**src/core/flash_guard_pkg.sv**
```systemverilog
// constants, types and register map of the self-programming flash guard
// assumes a word-addressed program flash and a 100 MHz system clock
package flash_guard_pkg;

  // flash geometry, in words
  localparam int AW     = 12;
  localparam int PAGE_W = 5;
  localparam int PG_W   = AW - PAGE_W;

  // fixed split between concurrent-read area and halting area
  localparam logic [AW-1:0] HALT_START = 12'hC00;

  // application/boot split, indexed by the boot-size fuses
  localparam logic [AW-1:0] BOOT_START_0 = 12'hC00;
  localparam logic [AW-1:0] BOOT_START_1 = 12'hE00;
  localparam logic [AW-1:0] BOOT_START_2 = 12'hF00;
  localparam logic [AW-1:0] BOOT_START_3 = 12'hF80;

  // register byte offsets
  localparam logic [7:0] OFS_CTRL  = 8'h00;
  localparam logic [7:0] OFS_STAGE = 8'h04;
  localparam logic [7:0] OFS_LOCK  = 8'h08;
  localparam logic [7:0] OFS_STAT  = 8'h0C;

  // lock field positions, each bit low means programmed
  localparam int LK_APP_WR  = 0;
  localparam int LK_APP_RD  = 1;
  localparam int LK_BOOT_WR = 2;
  localparam int LK_BOOT_RD = 3;
  localparam logic [3:0] LOCK_UNPROG = 4'hF;

  // status field positions
  localparam int ST_AREA_BUSY = 0;
  localparam int ST_OP_BUSY   = 1;
  localparam int ST_STALL     = 2;
  localparam int ST_ARMED     = 3;
  localparam int ST_REFUSED   = 4;

  // timing
  localparam int CLK_MHZ      = 100;
  localparam int ARM_CYCLES   = 4;
  localparam int PROG_TIME_US = 4000;
  localparam int PROG_CYC_DEF = PROG_TIME_US * CLK_MHZ;

  typedef enum logic [2:0] {
    CMD_NONE  = 3'b000,
    CMD_LOAD  = 3'b001,
    CMD_ERASE = 3'b010,
    CMD_WRITE = 3'b011,
    CMD_LOCK  = 3'b100,
    CMD_REEN  = 3'b101
  } cmd_t;

  typedef enum logic [1:0] {
    S_IDLE  = 2'b00,
    S_ARMED = 2'b01,
    S_PROG  = 2'b10
  } state_t;

  typedef struct packed {
    logic boot;
    logic halt;
  } area_t;

  typedef struct packed {
    logic          store;
    logic          lpm;
    logic [AW-1:0] pc;
    logic [AW-1:0] z;
  } cpu_req_t;

endpackage

```
**src/core/pin_sync3.sv**
```systemverilog
// three-stage synchroniser for a pin from outside the clock domain
// output changes only once stages two and three agree
`timescale 1ns/1ps
module pin_sync3
  import flash_guard_pkg::*;
(
  // clock and reset
  input  wire logic clk_i,
  input  wire logic resetn_i,
  // pin and clean level
  input  wire logic pin_i,
  output logic      level_o
);

  logic s1_ff;
  logic s2_ff;
  logic s3_ff;
  logic lvl_ff;

  always_ff @(posedge clk_i or negedge resetn_i) begin
    if (!resetn_i) begin
      s1_ff  <= 1'b0;
      s2_ff  <= 1'b0;
      s3_ff  <= 1'b0;
      lvl_ff <= 1'b0;
    end else begin
      s1_ff <= pin_i;
      s2_ff <= s1_ff;
      s3_ff <= s2_ff;
      if (s2_ff == s3_ff) begin
        lvl_ff <= s3_ff;
      end
    end
  end

  assign level_o = lvl_ff;

endmodule // pin_sync3

```
**src/core/area_decode.sv**
```systemverilog
// classifies a flash word address into boot/application and halting areas
// assumes boot start already clamped into the halting area
`timescale 1ns/1ps
module area_decode
  import flash_guard_pkg::*;
(
  // address and boundary
  input  wire logic [AW-1:0] addr_i,
  input  wire logic [AW-1:0] boot_start_i,
  // classification
  output area_t              area_o
);

  // concurrent-read/halting split ignores the fuses
  assign area_o.halt = (addr_i >= HALT_START);
  assign area_o.boot = (addr_i >= boot_start_i);

endmodule // area_decode

```
**src/core/flash_guard.sv**
```systemverilog
// self-programming access guard: AHB-Lite registers, store/load checks,
// cpu stall and concurrent-area busy; cpu and flash macro share CLK_I

`timescale 1ns/1ps

////////////////////////////////////////////////////////////////////////
module flash_guard
  import flash_guard_pkg::*;
#(
  parameter int unsigned PROG_CYCLES = PROG_CYC_DEF
) (
  // clock and reset
  input  wire logic          CLK_I,
  input  wire logic          RESETN_I,
  // ahb-lite slave
  input  wire logic          HSEL_I,
  input  wire logic [31:0]   HADDR_I,
  input  wire logic [1:0]    HTRANS_I,
  input  wire logic          HWRITE_I,
  input  wire logic [2:0]    HSIZE_I,
  input  wire logic [31:0]   HWDATA_I,
  input  wire logic          HREADY_I,
  output logic      [31:0]   HRDATA_O,
  output logic               HREADYOUT_O,
  output logic               HRESP_O,
  // cpu side
  input  wire logic          STORE_I,
  input  wire logic          LPM_I,
  input  wire logic [AW-1:0] PC_I,
  input  wire logic [AW-1:0] Z_I,
  input  wire logic          VEC_IN_BOOT_I,
  output logic               STORE_REFUSED_O,
  output logic               LPM_ALLOW_O,
  output logic               CPU_STALL_O,
  output logic               AREA_READ_EN_O,
  output logic               IRQ_MASK_O,
  // fuses and programming pins
  input  wire logic [1:0]    BOOT_SIZE_FUSES_I,
  input  wire logic          CHIP_ERASE_I,
  // flash macro
  output logic               FL_ERASE_O,
  output logic               FL_WRITE_O,
  output logic               FL_LOAD_O,
  output logic [PG_W-1:0]    FL_PAGE_O
);

  localparam int CW = $clog2(PROG_CYCLES + 1);
  localparam int AC = $clog2(ARM_CYCLES + 1);
  localparam logic [CW-1:0] PROG_LAST = CW'(PROG_CYCLES - 1);
  localparam logic [AC-1:0] ARM_LAST  = AC'(ARM_CYCLES - 1);

  ////////////////////////////////////////////////////////////////////////
  // declarations

  cpu_req_t        req;
  area_t           pc_area;
  area_t           z_area;
  state_t          state_ff;
  state_t          nxt_state;
  cmd_t            cmd_ff;
  logic [3:0]      lock_ff;
  logic [3:0]      stage_ff;
  logic [1:0]      fuse_ff;
  logic            fuse_taken_ff;
  logic [AW-1:0]   boot_start;
  logic [AW-1:0]   fuse_start;
  logic            area_busy_ff;
  logic            stall_ff;
  logic            refused_ff;
  logic            refused_pls_ff;
  logic [CW-1:0]   prog_cnt_ff;
  logic [AC-1:0]   arm_cnt_ff;
  logic [PG_W-1:0] page_ff;
  logic            erase_pls_ff;
  logic            write_pls_ff;
  logic            load_pls_ff;
  logic            erase_lvl;
  logic            erase_old_ff;

  // bus signals
  logic            ap_valid;
  logic            wr_pend_ff;
  logic [7:0]      wr_ofs_ff;
  logic [31:0]     rd_mux;
  logic [31:0]     rdata_ff;
  logic            wr_ctrl;
  logic            wr_stage;
  logic [31:0]     status_word;

  // store decision
  logic            store_armed;
  logic            store_from_app;
  logic            tgt_wr_lock;
  logic            prog_cmd;
  logic            prog_ok;
  logic            prog_start;
  logic            load_go;
  logic            reen_go;
  logic            lock_go;
  logic            arm_expire;
  logic            prog_end;
  logic            busy_set;
  logic            busy_clr;
  logic            refuse_now;

  // load and interrupt decision
  logic            lpm_lock_blk;
  logic            lpm_busy_blk;
  logic            irq_app_mask;
  logic            irq_boot_mask;

  ////////////////////////////////////////////////////////////////////////
  // cpu request and area decode

  assign req.store = STORE_I;
  assign req.lpm = LPM_I;
  assign req.pc  = PC_I;
  assign req.z   = Z_I;

  assign fuse_start = (fuse_ff == 2'h0) ? BOOT_START_0 :
                      (fuse_ff == 2'h1) ? BOOT_START_1 :
                      (fuse_ff == 2'h2) ? BOOT_START_2 :
                                          BOOT_START_3;

  // a fuse value below the fixed split is pulled up to it
  assign boot_start = (fuse_start < HALT_START) ? HALT_START
                                                : fuse_start;

  area_decode u_pc_area (
    .addr_i       (req.pc),
    .boot_start_i (boot_start),
    .area_o       (pc_area)
  );

  area_decode u_z_area (
    .addr_i       (req.z),
    .boot_start_i (boot_start),
    .area_o       (z_area)
  );

  // fuses are static straps: caught once after reset release
  always_ff @(posedge CLK_I or negedge RESETN_I) begin
    if (!RESETN_I) begin
      fuse_ff       <= 2'h0;
      fuse_taken_ff <= 1'b0;
    end else if (!fuse_taken_ff) begin
      fuse_ff       <= BOOT_SIZE_FUSES_I;
      fuse_taken_ff <= 1'b1;
    end
  end

  ////////////////////////////////////////////////////////////////////////
  // chip erase pin

  pin_sync3 u_erase_sync (
    .clk_i    (CLK_I),
    .resetn_i (RESETN_I),
    .pin_i    (CHIP_ERASE_I),
    .level_o  (erase_lvl)
  );

  always_ff @(posedge CLK_I or negedge RESETN_I) begin
    if (!RESETN_I) begin
      erase_old_ff <= 1'b0;
    end else begin
      erase_old_ff <= erase_lvl;
    end
  end

  ////////////////////////////////////////////////////////////////////////
  // ahb-lite slave, zero wait states, always OKAY

  assign ap_valid = HSEL_I & HTRANS_I[1] & HREADY_I;
  assign wr_ctrl  = wr_pend_ff & (wr_ofs_ff == OFS_CTRL);
  assign wr_stage = wr_pend_ff & (wr_ofs_ff == OFS_STAGE);

  assign status_word = {27'h0000000,
                        refused_ff,
                        (state_ff == S_ARMED),
                        stall_ff,
                        (state_ff == S_PROG),
                        area_busy_ff};

  assign rd_mux = (HADDR_I[7:0] == OFS_CTRL)  ? {29'h0000000, cmd_ff} :
                  (HADDR_I[7:0] == OFS_STAGE) ? {28'h0000000, stage_ff} :
                  (HADDR_I[7:0] == OFS_LOCK)  ? {28'h0000000, lock_ff} :
                  (HADDR_I[7:0] == OFS_STAT)  ? status_word :
                                                32'h00000000;

  always_ff @(posedge CLK_I or negedge RESETN_I) begin
    if (!RESETN_I) begin
      wr_pend_ff <= 1'b0;
      wr_ofs_ff  <= 8'h00;
      rdata_ff   <= 32'h00000000;
    end else begin
      wr_pend_ff <= ap_valid & HWRITE_I;
      wr_ofs_ff  <= HADDR_I[7:0];
      if (ap_valid && !HWRITE_I) begin
        rdata_ff <= rd_mux;
      end
    end
  end

  assign HRDATA_O    = rdata_ff;
  assign HREADYOUT_O = 1'b1;
  assign HRESP_O     = 1'b0;

  ////////////////////////////////////////////////////////////////////////
  // store-program decision

  assign store_armed    = req.store & (state_ff == S_ARMED);
  assign store_from_app = ~pc_area.boot;
  assign prog_cmd       = (cmd_ff == CMD_ERASE) | (cmd_ff == CMD_WRITE);

  // target may be anywhere, including the boot area itself
  assign tgt_wr_lock = z_area.boot ? ~lock_ff[LK_BOOT_WR]
                                   : ~lock_ff[LK_APP_WR];
  assign prog_ok     = prog_cmd & ~tgt_wr_lock & ~store_from_app;
  assign prog_start  = store_armed & prog_ok;

  assign load_go = store_armed & ~store_from_app & (cmd_ff == CMD_LOAD);
  assign reen_go = store_armed & ~store_from_app & (cmd_ff == CMD_REEN);
  assign lock_go = store_armed & ~store_from_app & (cmd_ff == CMD_LOCK);

  // a refused store changes nothing in the flash
  assign refuse_now = req.store & ((state_ff != S_ARMED) | store_from_app |
                                   (prog_cmd & tgt_wr_lock));

  assign arm_expire = (state_ff == S_ARMED) & ~req.store &
                      (arm_cnt_ff == ARM_LAST);
  assign prog_end   = (state_ff == S_PROG) & (prog_cnt_ff == PROG_LAST);

  assign busy_set = prog_start & ~z_area.halt;
  assign busy_clr = load_go | reen_go;

  always_comb begin
    nxt_state = state_ff;
    case (state_ff)
      S_IDLE: begin
        if (wr_ctrl && (cmd_t'(HWDATA_I[2:0]) != CMD_NONE)) begin
          nxt_state = S_ARMED;
        end
      end
      S_ARMED: begin
        if (prog_start) begin
          nxt_state = S_PROG;
        end else if (req.store || arm_expire) begin
          nxt_state = S_IDLE;
        end
      end
      S_PROG: begin
        if (prog_end) begin
          nxt_state = S_IDLE;
        end
      end
      default: begin
        nxt_state = S_IDLE;
      end
    endcase
  end

  always_ff @(posedge CLK_I or negedge RESETN_I) begin
    if (!RESETN_I) begin
      state_ff <= S_IDLE;
    end else begin
      state_ff <= nxt_state;
    end
  end

  // command: writes while armed or programming are dropped
  always_ff @(posedge CLK_I or negedge RESETN_I) begin
    if (!RESETN_I) begin
      cmd_ff <= CMD_NONE;
    end else if (wr_ctrl && state_ff == S_IDLE) begin
      cmd_ff <= cmd_t'(HWDATA_I[2:0]);
    end else if (nxt_state == S_IDLE) begin
      cmd_ff <= CMD_NONE;
    end
  end

  always_ff @(posedge CLK_I or negedge RESETN_I) begin
    if (!RESETN_I) begin
      arm_cnt_ff <= '0;
    end else if (state_ff == S_ARMED) begin
      arm_cnt_ff <= arm_cnt_ff + AC'(1);
    end else begin
      arm_cnt_ff <= '0;
    end
  end

  ////////////////////////////////////////////////////////////////////////
  // programming run: page latched at start, count runs to the end

  always_ff @(posedge CLK_I or negedge RESETN_I) begin
    if (!RESETN_I) begin
      prog_cnt_ff <= '0;
      page_ff     <= '0;
      stall_ff    <= 1'b0;
    end else begin
      if (prog_start) begin
        page_ff     <= req.z[AW-1:PAGE_W];
        prog_cnt_ff <= '0;
        stall_ff    <= z_area.halt;
      end else if (state_ff == S_PROG) begin
        prog_cnt_ff <= prog_cnt_ff + CW'(1);
        if (prog_end) begin
          stall_ff <= 1'b0;
        end
      end
    end
  end

  // set and clear never coincide: both need an armed store
  always_ff @(posedge CLK_I or negedge RESETN_I) begin
    if (!RESETN_I) begin
      area_busy_ff <= 1'b0;
    end else if (busy_set) begin
      area_busy_ff <= 1'b1;
    end else if (busy_clr) begin
      area_busy_ff <= 1'b0;
    end
  end

  always_ff @(posedge CLK_I or negedge RESETN_I) begin
    if (!RESETN_I) begin
      erase_pls_ff   <= 1'b0;
      write_pls_ff   <= 1'b0;
      load_pls_ff    <= 1'b0;
      refused_pls_ff <= 1'b0;
    end else begin
      erase_pls_ff   <= prog_start & (cmd_ff == CMD_ERASE);
      write_pls_ff   <= prog_start & (cmd_ff == CMD_WRITE);
      load_pls_ff    <= load_go;
      refused_pls_ff <= refuse_now;
    end
  end

  // sticky refusal, cleared by the next control write while idle
  always_ff @(posedge CLK_I or negedge RESETN_I) begin
    if (!RESETN_I) begin
      refused_ff <= 1'b0;
    end else if (refuse_now) begin
      refused_ff <= 1'b1;
    end else if (wr_ctrl && state_ff == S_IDLE) begin
      refused_ff <= 1'b0;
    end
  end

  ////////////////////////////////////////////////////////////////////////
  // lock fields: software may only program bits, erase restores all

  always_ff @(posedge CLK_I or negedge RESETN_I) begin
    if (!RESETN_I) begin
      stage_ff <= LOCK_UNPROG;
    end else if (wr_stage) begin
      stage_ff <= HWDATA_I[3:0];
    end
  end

  // lock_ff is reset on every RESETN_I; power cycles do not exist in this model
  always_ff @(posedge CLK_I or negedge RESETN_I) begin
    if (!RESETN_I) begin
      lock_ff <= LOCK_UNPROG;
    end else if (erase_lvl && !erase_old_ff) begin
      lock_ff <= LOCK_UNPROG;
    end else if (lock_go) begin
      lock_ff <= lock_ff & stage_ff;
    end
  end

  ////////////////////////////////////////////////////////////////////////
  // program loads and interrupt masking
  // no general memory lock input exists: only lock_ff, area_busy_ff and stall_ff gate loads

  assign lpm_lock_blk =
    ( pc_area.boot & ~z_area.boot & ~lock_ff[LK_APP_RD]) |
    (~pc_area.boot &  z_area.boot & ~lock_ff[LK_BOOT_RD]);

  // reads of the blocked area would return garbage
  assign lpm_busy_blk = area_busy_ff & ~z_area.halt;

  assign irq_app_mask  = ~pc_area.boot & VEC_IN_BOOT_I &
                         ~lock_ff[LK_APP_RD];
  assign irq_boot_mask =  pc_area.boot & ~VEC_IN_BOOT_I &
                         ~lock_ff[LK_BOOT_RD];

  ////////////////////////////////////////////////////////////////////////
  // outputs

  assign LPM_ALLOW_O    = req.lpm & ~lpm_lock_blk & ~lpm_busy_blk & ~stall_ff;
  assign IRQ_MASK_O     = irq_app_mask | irq_boot_mask;
  assign CPU_STALL_O    = stall_ff;
  assign AREA_READ_EN_O = ~area_busy_ff;
  assign STORE_REFUSED_O = refused_pls_ff;
  assign FL_ERASE_O     = erase_pls_ff;
  assign FL_WRITE_O     = write_pls_ff;
  assign FL_LOAD_O      = load_pls_ff;
  assign FL_PAGE_O      = page_ff;

endmodule // flash_guard

```
**config.mk**
```make
export PLATFORM = sky130hd
export DESIGN_NAME = flash_guard
export DESIGN_NICKNAME = d
export VERILOG_FILES = /design/src/core/flash_guard_pkg.sv /design/src/core/pin_sync3.sv /design/src/core/area_decode.sv /design/src/core/flash_guard.sv
export SDC_FILE = /design/constraint.sdc
export NUM_CORES = 1
export LEC_CHECK = 0
export ABC_AREA = 1
export BUFFER_PORTS_ARGS = -buffer_cell sky130_fd_sc_hd__buf_2
export CORE_UTILIZATION = 45
export DETAILED_ROUTE_END_ITERATION = 6
export PLACE_DENSITY_LB_ADDON = 0.08
export SYNTH_ARGS = -nofsm -noshare
export SYNTH_HDL_FRONTEND = slang
export SYNTH_HIERARCHICAL = 1
export SYNTH_SLANG_ARGS = --single-unit
export TNS_END_PERCENT = 20
```
**constraint.sdc**
```tcl
create_clock -name CLK_I -period 5.15 [get_ports CLK_I]
set_input_delay 0.7725 -clock CLK_I [delete_from_list [all_inputs] [get_ports CLK_I]]
set_output_delay 0.7725 -clock CLK_I [all_outputs]
set_load 0.005 [all_outputs]
```
==> results.toml, run 1 <==
[outcome]
outcome = "finished clean"

[final_layout]
register_area_sq_um = 1790
multi_input_area_sq_um = 2040
syn_to_final_growth_pct = 14.6
final_nets = 768
diodes = 0
final_core_util_pct = 53.1
fillers = 930
layout-drive-gt1-share_pct = 17.6

[grt]
grt_start_max_net_pins = 38
global_router_s_overall_resource_usage_pct = 18.7
first_global_vias = 3356
wire_length_of_the_first_global_routing_pass_microns = 14600
gr-max-usage-layer = "met2"
grt_overflow_total = 0
met1_usage_pct = 23.6
globalRouteMet2Util_pct = 31.5
grt_util_met3_pct = 4.43
grt_antenna_before_repair = 0

[power_and_ir_drop]
p_int_uw = 889
share_comb_of_total_power_pct = 9.8
swShare_pct = 25.1
seqPwrFrac_pct = 48.4
power_density_nw_per_um2 = 243
power.net_switching_uw = 298
ir_worst_vdd_v = 0.000112
clockPowerShare_pct = 41.9
power_leakage_uw = 0.00270

[routing]
first_pass_iters = 4
route.vias.total = 3573
ant_nets = 0
detail_route.wl_per_cell_microns = 11.3
postRouteWirelength_microns = 8540
detail_route.vias_per_cell = 4.75
detail_route.drc_violations = 0
detail_route.iter0.violations = 98

[die]
num_io_pins = 153
floorplan.rows = 35
die_area_sq_um = 9860
initial_utilization_pct = 46.3
floorplan.core_area_sq_um = 9200
die_outline_height_microns = 99.3
die_width_microns = 99.3

[clocking]
clock_tree.htree_level_count = 3
cts.sink_count = 71
clk_path_buf_depth = 2
cts_buffers = 9
postCtsHoldBufs = 0
insertion_delay_ns = 0.35
post_cts.repair.setup_buffers = 0
resized_cells_post_cts = 0
tritoncts = "built"
cts.root.buffer_cell = "clkbuf_8"
clkTransAtPathRegs_ns = 0.09

[logic_synthesis]
syn_area_sq_um = 4260
syn-mean-instance-area_sq_um = 7.80
postSynthCellCount = 546
synth-warning-count = 6

[hold_path]
holdPathStages = 0
worst_min_path_class = "flip-flop to flip-flop"

[critical_path]
total_number_of_cells_along_the_worst_setup_path = 13
crit_buf_inv = 3
crit_path_cell_trace = "or2_2 -> inv_1 -> ha_1 -> nand2_1 -> nor2_2 -> nand2_1 -> nor2_1 -> nor2_1 -> nand2_1 -> inv_1 -> nor3_1 -> a311oi_1 -> buf_2"
worstSetupEndpointType = "output pin"
crit_type = "flip-flop to output pin"
worst-r2r-cell-count = 18
arrival_ns = 2.39
critical_path.top_delay_family = "simple AND/OR/NAND/NOR gates"
cell_repeated_most_along_the_worst_path = "nand2_1"
worst-endpoint-required_ns = 4.38
crit_path_top_delay_cell = "dfrtp_1"
worstSetupStartpointType = "flip-flop"
max_stage_delay_ns = 0.41
crit_path_max_fanout = 5

[sta]
timing.clock.skew_ns = 0.0127
unrepaired_setup_endpoints_after_global_routing = "false"
setup-violations-final = 0
tightestPinTransition_ns = 0.811
layout_worst_path_cycle_share_pct = 61.4
hold_violations = 0
setup_tns_ns = 0
timing.max_slew.rel_slack_pct = 46.0
period_minus_slack_ns = 3.16
hold_slack_ns = 0.354
final-max-slew-violation-count = 0
maximum_frequency_from_static_timing_analysis_mhz = 316

[job]
cap_violations = 0

[placement]
detail_placement_hpwl_microns = 6720
gpl.final_weighted_congestion = 0.831
io_buffer_count = 67
==> path summary, 6_finish.rpt <==
| check | from | endpoint | slack [ns] |
|---|---|---|---|
| worst max-delay path | fuse_ff[1] | LPM_ALLOW_O | 1.99 |
| worst min-delay path | u_erase_sync/s1_ff | u_erase_sync/s2_ff | 0.35 |
| worst max register to register | fuse_ff[1] | prog_cnt_ff[1] | 2.46 |
| worst min register to register | u_erase_sync/s1_ff | u_erase_sync/s2_ff | 0.35 |
| max in group asynchronous | RESETN_I | stage_ff[0] | 3.66 |
| min in group asynchronous | RESETN_I | FL_PAGE_O[0] | 0.51 |
==> state kept, by name (all words and copies together) (netlist names), 2 cells and up <==
register	count
FL_PAGE_O	7
HRDATA_O	5
arm_cnt_ff	3
cmd_ff	3
fuse_ff	2
lock_ff	4
prog_cnt_ff	19
stage_ff	4
state_ff	2
wr_ofs_ff	8
==> final cells by class <==
cell class / count / area share (%)
multi-input cells: 394 / 41.7
flip-flops and latches: 71 / 36.6
inverters: 93 / 7.25
repair buffers: 68 / 7.02
well taps: 111 / 2.85
clock buffers: 10 / 2.61
clock inverters: 6 / 1.92
==> layout by cell type (no fill, tap or decap), drive strengths merged, types with 12 or more instances in the layout <==
master	instances
nand2	144
inv	94
buf	68
dfrtp	63
nor2	59
conb	48
ha	27
nand3	27
a21oi	21
o21ai	18
nor3	12
==> per-stage QoR <==
stage          power [uW]  setup WS, ns  std cells  cell area [sq um]
6_report             1190          1.99        753               4880
5_1_grt              1240          1.74        753               4880
4_1_cts              1200          1.95        753               4880
3_5_place_dp          702          2.14        737               4660
3_3_place_gp          697          2.16        737               4660
2_1_floorplan         668          2.47        592               4430
==> worst register-to-register path, cell delays in order, from the launching register on <==
cell,delay [ns]
dfrtp_1,0.41
or2_2,0.31
inv_1,0.06
ha_1,0.23
nand2_1,0.08
nor2_2,0.04
nand2_1,0.07
nor2_1,0.04
nor2_1,0.09
nand2_1,0.14
inv_1,0.08
nand2_1,0.07
nand2_1,0.06
nand3_1,0.15
nor2_8,0.29
inv_6,0.15
nand2_4,0.10
inv_2,0.04
a22o_1,0.17
==> metal layers <==
metal | vias up | share of wire (%)
met5 | - | 0
met4 | 0 | 1.4
met3 | 10 | 7.2
met2 | 90 | 47
met1 | 1636 | 45
li1 | 1837 | -
==> power by group through the flow <==
stage          sequential, uW  clock [uW]  combinational, uW
5_1_grt                   576         528                139
3_5_place_dp              585           0                117
3_3_place_gp              585           0                112
6_report                  574         497                116
2_1_floorplan             584           0               84.2
4_1_cts                   574         507                118
Note: power is estimated with default switching activity, not from simulation.
==> run 2: changes to the inputs <==
==> constraint.sdc (replaced) <==
create_clock -name CLK_I -period 2.55 [get_ports CLK_I]
set_input_delay 0.3825 -clock CLK_I [delete_from_list [all_inputs] [get_ports CLK_I]]
set_output_delay 0.3825 -clock CLK_I [all_outputs]
set_load 0.005 [all_outputs]
==> results.toml, run 2 (synthesis results as in run 1) <==
[outcome]
outcome = "finished clean"

[routing]
detail_route.drc_violations = 0
detail_route.iter0.violations = 117
detail_route.vias_per_cell = 4.65
route.vias.total = 3568
first_pass_iters = 4
postRouteWirelength_microns = 8790
ant_nets = 0
detail_route.wl_per_cell_microns = 11.4

[sta]
setup-violations-final = 0
fin_ws_ns = 0.00296
hold_violations = 0
maximum_frequency_from_static_timing_analysis_mhz = 393
period_minus_slack_ns = 2.55
unrepaired_setup_endpoints_after_global_routing = "true"
timing.clock.skew_ns = 0.0117
layout_worst_path_cycle_share_pct = 99.9
timing.max_slew.rel_slack_pct = 58.7
tightestPinTransition_ns = 0.619
final-max-slew-violation-count = 0

[final_layout]
syn_to_final_growth_pct = 20.1
final_nets = 783
max_ffs_per_register = 19
diodes = 0
layout.cells.most_common_list = "nand2_1, inv_1, buf_2"
layout.cells.most_common = "nand2_1"
most_flops_register = "prog_cnt_ff"
final_core_util_pct = 55.6
layout-drive-gt1-share_pct = 22.4
fillers = 910

[critical_path]
arrival_ns = 2.16
worstSetupEndpointType = "output pin"
worst_r2r_endpoint = "prog_cnt_ff[7]"
worstSetupStartpointType = "flip-flop"
crit_path_max_fanout = 4
worst-endpoint-required_ns = 2.17
startpoint_of_the_lowest_slack_register_to_register_path = "fuse_ff[1]"
worst-r2r-cell-count = 19
reg2reg_slack_ns = 0.09
crit_type = "flip-flop to output pin"

[grt]
grt_start_max_net_pins = 47
globalRouteMet2Util_pct = 29.8
global_router_s_overall_resource_usage_pct = 18.7
first_global_vias = 3255
gr-max-usage-layer = "met2"
met1_usage_pct = 25.3
grt_util_met3_pct = 4.29
grt_antenna_before_repair = 0
wire_length_of_the_first_global_routing_pass_microns = 14600
grt_overflow_total = 0

[placement]
io_buffer_count = 67
gpl.final_weighted_congestion = 0.879
detail_placement_hpwl_microns = 6600
pre_cts_slack_ns = 0.0348

[clocking]
insertion_delay_ns = 0.33
cts.root.buffer_cell = "clkbuf_8"
clk_path_buf_depth = 2
clkTransAtPathRegs_ns = 0.08
postCtsHoldBufs = 0
cts.sink_count = 71
cts_buffers = 9
clock_tree.htree_level_count = 3
tritoncts = "built"

[die]
initial_utilization_pct = 46.3
die_width_microns = 99.3
floorplan.core_area_sq_um = 9200
die_outline_height_microns = 99.3
num_io_pins = 153
die_area_sq_um = 9860
floorplan.rows = 35

[power_and_ir_drop]
power_density_nw_per_um2 = 481
power_leakage_uw = 0.00279
ir_worst_vdd_v = 0.000273

[hold_path]
worst_min_path_class = "input port to async pin"

[job]
cap_violations = 0
==> run 2: cell count changes in the layout (fill, tap and decap cells not counted), sizes merged <==
cell	delta
clkinvlp	+1
inv	-1
buf	+14
clkbuf	+1
==> run 2: worst max path at each step <==
stage	to	slack, ns	start
final	LPM_ALLOW_O	0.003	fuse_ff[1]
after global routing	LPM_ALLOW_O	-0.16	fuse_ff[1]
after global placement	prog_cnt_ff[13]	0.06	fuse_ff[0]
after detailed placement	prog_cnt_ff[13]	0.03	fuse_ff[0]
after CTS	LPM_ALLOW_O	-0.01	fuse_ff[1]
after floorplan	prog_cnt_ff[1]	0.31	fuse_ff[1]
==> run 2: cell type report <==
class | count | area [sq um] | area share (%)
multi-input cells | 394 | 2120 | 41.4
repair buffers | 82 | 469 | 9.17
clock buffers | 11 | 151 | 2.96
clock inverters | 5 | 80.1 | 1.57
inverters | 93 | 362 | 7.07
repair inverters | 1 | 8.76 | 0.171
well taps | 111 | 139 | 2.71
flip-flops and latches | 71 | 1790 | 34.9
==> run 2: per-layer routing <==
| layer | vias to the layer above | part of all wire [%] |
|---|---|---|
| met3 | 14 | 5.5 |
| met1 | 1604 | 48 |
| met5 | - | 0 |
| li1 | 1862 | - |
| met2 | 88 | 45 |
| met4 | 0 | 1.4 |
==> run 2: power by group <==
| part | switching (uW) | total [uW] | leakage [uW] | internal [uW] |
|---|---|---|---|---|
| sequential | 11.1 | 1160 | 0.000900 | 1150 |
| clock | 427 | 1030 | 0.000112 | 603 |
| combinational | 158 | 271 | 0.00178 | 113 |
| total | 596 | 2460 | 0.00279 | 1860 |
==> run 2: metrics by stage <==
step / setup TNS [ns] / instance area [sq um] / total power (uW) / hold slack (ns) / std cells
final: 0 / 5120 / 2460 / 0.0537 / 768
after global routing: -1.72 / 5120 / 2590 / 0.0997 / 768
after CTS: -0.0138 / 4980 / 2480 / 0.0738 / 758
after detailed placement: 0 / 4690 / 1420 / 0.341 / 740
after global placement: 0 / 4690 / 1410 / 0.335 / 740
after floorplan: 0 / 4430 / 1350 / 0.0869 / 592
==> run 2: worst max-delay path, cell delays in order, from the launching register on <==
cell and delay, ns:
dfrtp_1 0.39, or2_4 0.26, inv_2 0.06, ha_4 0.14, nand2_4 0.05, nor2_4 0.08
nand2_2 0.07, nor2_2 0.09, nand2_1 0.06, nand2_2 0.07, inv_2 0.05, buf_6 0.10
a311oi_1 0.23, buf_2 0.16
==> run 2: timing repair <==
item / 4_1_cts / 5_1_grt
resized for setup: 10 / 16
pin swaps: 2 / 2
gates cloned: 0 / 1
buffers inserted: 2 / 9
setup endpoints to repair: 2 / 29
hold endpoints to repair: 0 / 0
==> run 3: changes to the inputs <==
==> constraint.sdc (replaced) <==
create_clock -name CLK_I -period 2.55 [get_ports CLK_I]
set_input_delay 0.3825 -clock CLK_I [delete_from_list [all_inputs] [get_ports CLK_I]]
set_output_delay 0.3825 -clock CLK_I [all_outputs]
set_load 0.02 [all_outputs]
==> results.toml, run 3 (synthesis results as in run 1) <==
[clocking]
clk_path_buf_depth = 2
cts.root.buffer_cell = "clkbuf_8"
cts_buffers = 9
cts.sink_count = 71
clock_tree.htree_level_count = 3
tritoncts = "built"
insertion_delay_ns = 0.35
clkTransAtPathRegs_ns = 0.08

[die]
floorplan.rows = 35
floorplan.core_area_sq_um = 9200
initial_utilization_pct = 46.3
die_area_sq_um = 9860
die_width_microns = 99.3
num_io_pins = 153
die_outline_height_microns = 99.3

[routing]
first_pass_iters = 5
detail_route.wl_per_cell_microns = 11.5
detail_route.iter0.violations = 85
route.vias.total = 3572
routed-wl-met3_microns = 517
detail_route.drc_violations = 0
met2RoutedLength_microns = 4040
routed.top_layer = "met4"
detail_route.vias_per_cell = 4.66
ant_nets = 0
postRouteWirelength_microns = 8800
wirelength_met1_microns = 4100

[grt]
first_global_vias = 3349
grt_antenna_before_repair = 0
grt_overflow_total = 0
global_router_s_overall_resource_usage_pct = 19.0
grt_start_max_net_pins = 29
wire_length_of_the_first_global_routing_pass_microns = 14800

[sta]
hold_violations = 0
final-max-slew-violation-count = 0
maximum_frequency_from_static_timing_analysis_mhz = 385
fin_ws_ns = -0.0473
unrepaired_setup_endpoints_after_global_routing = "true"
setup_tns_ns = -0.0473
timing.clock.skew_ns = 0.0124
period_minus_slack_ns = 2.60
layout_worst_path_cycle_share_pct = 102
setup-violations-final = 1

[hold_path]
worst_min_path_class = "input port to flip-flop"

[final_layout]
syn_to_final_growth_pct = 20.7
diodes = 0
max_ffs_per_register = 19
instances_no_fill = 767
layout.cells.most_common_list = "nand2_1, inv_1, buf_2"
layout-drive-gt1-share_pct = 23.6
most_flops_register = "prog_cnt_ff"
final_nets = 782
layout.cells.most_common = "nand2_1"

[power_and_ir_drop]
power_leakage_uw = 0.00277
ir_worst_vdd_v = 0.000217
power_density_nw_per_um2 = 464

[critical_path]
worstSetupStartpointType = "flip-flop"
crit_path_max_fanout = 4
worst-endpoint-required_ns = 2.17
arrival_ns = 2.21
crit_type = "flip-flop to output pin"
worstSetupEndpointType = "output pin"

[placement]
io_buffer_count = 67
detail_placement_hpwl_microns = 6820
gpl.final_weighted_congestion = 0.843
dpl.cell_count = 741

[outcome]
violations = "negative setup slack"
outcome = "finished with violations"

[job]
cap_violations = 0
-- run 3: changes by cell type in the layout (fill, tap and decap cells not counted), moves of 3 or more --
| cell | change |
|---|---|
| buf_2 | -3 |
| inv_1 | -3 |
| nand2_1 | -3 |
| nand2_2 | +3 |
-- run 3: worst paths after layout --
path | start | endpoint | slack (ns) | cells past startpoint
worst max-delay path | fuse_ff[0] | LPM_ALLOW_O | -0.05 | 13
worst min-delay path | CHIP_ERASE_I | u_erase_sync/s1_ff | 0.13 | 1
worst max register to register | fuse_ff[0] | prog_cnt_ff[1] | 0.15 | 18
worst min register to register | u_erase_sync/s1_ff | u_erase_sync/s2_ff | 0.37 | 0
max in group asynchronous | RESETN_I | lock_ff[3] | 1.25 | 3
min in group asynchronous | RESETN_I | wr_ofs_ff[6] | 0.51 | 2
-- run 3: metal layers --
metal | track usage (%) | vias to the layer above
met1 | 24.8 | 1615
met5 | 0 | -
met2 | 31.3 | 84
li1 | - | 1859
met3 | 4.78 | 14
met4 | 5.77 | 0
-- run 3: worst max-delay path, stage by stage (launching register included) --
cell and delay (ns):
dfrtp_1 0.40, or2_4 0.27, inv_4 0.06, ha_4 0.20
nand2_4 0.06, nor2_4 0.04, nand2_1 0.06, nand3_2 0.08
nor2_2 0.10, nand2_2 0.07, inv_2 0.08, nor3_2 0.05
a311oi_2 0.20, buf_4 0.19
-- run 3: what timing repair did --
item / 4_1_cts / 5_1_grt
hold buffers: 1 / 0
buffers inserted: 2 / 6
endpoints found under the setup margin: 2 / 20
hold endpoints to repair: 13 / 0
resized for setup: 6 / 41
gates cloned: 0 / 1
pin swaps: 5 / 14
-- run 3: area by class of cell --
class / count / area (sq um)
Inverter: 93 / 364
Multi-Input combinational cell: 394 / 2170
Fill cell: 905 / 4050
Timing Repair inverter: 1 / 8.76
Clock inverter: 6 / 68.8
Timing Repair Buffer: 81 / 475
Clock buffer: 10 / 128
Tap cell: 111 / 139
Sequential cell: 71 / 1790
-- run 3: per-stage QoR --
stage / area (sq um) / setup WS, ns / hold slack [ns] / power [uW] / util, %
2_1_floorplan: 4430 / 0.0656 / 0.0869 / 1380 / -
5_1_grt: 5140 / -0.157 / 0.122 / 2510 / 55.9
3_3_place_gp: 4690 / 0.0641 / 0.334 / 1440 / 51.0
4_1_cts: 4940 / -0.0406 / 0.126 / 2370 / 53.7
3_5_place_dp: 4690 / 0.0472 / 0.348 / 1450 / 51.0
6_report: 5140 / -0.0473 / 0.131 / 2390 / 55.9
-- run 3: report_power, final --
| part | internal, uW | switching (uW) | leakage [uW] | total [uW] |
|---|---|---|---|---|
| Sequential | 1150 | 10.8 | 0.000900 | 1160 |
| Clock | 457 | 450 | 0.0000968 | 907 |
| Combinational | 120 | 199 | 0.00178 | 318 |
| Total | 1730 | 660 | 0.00277 | 2390 |
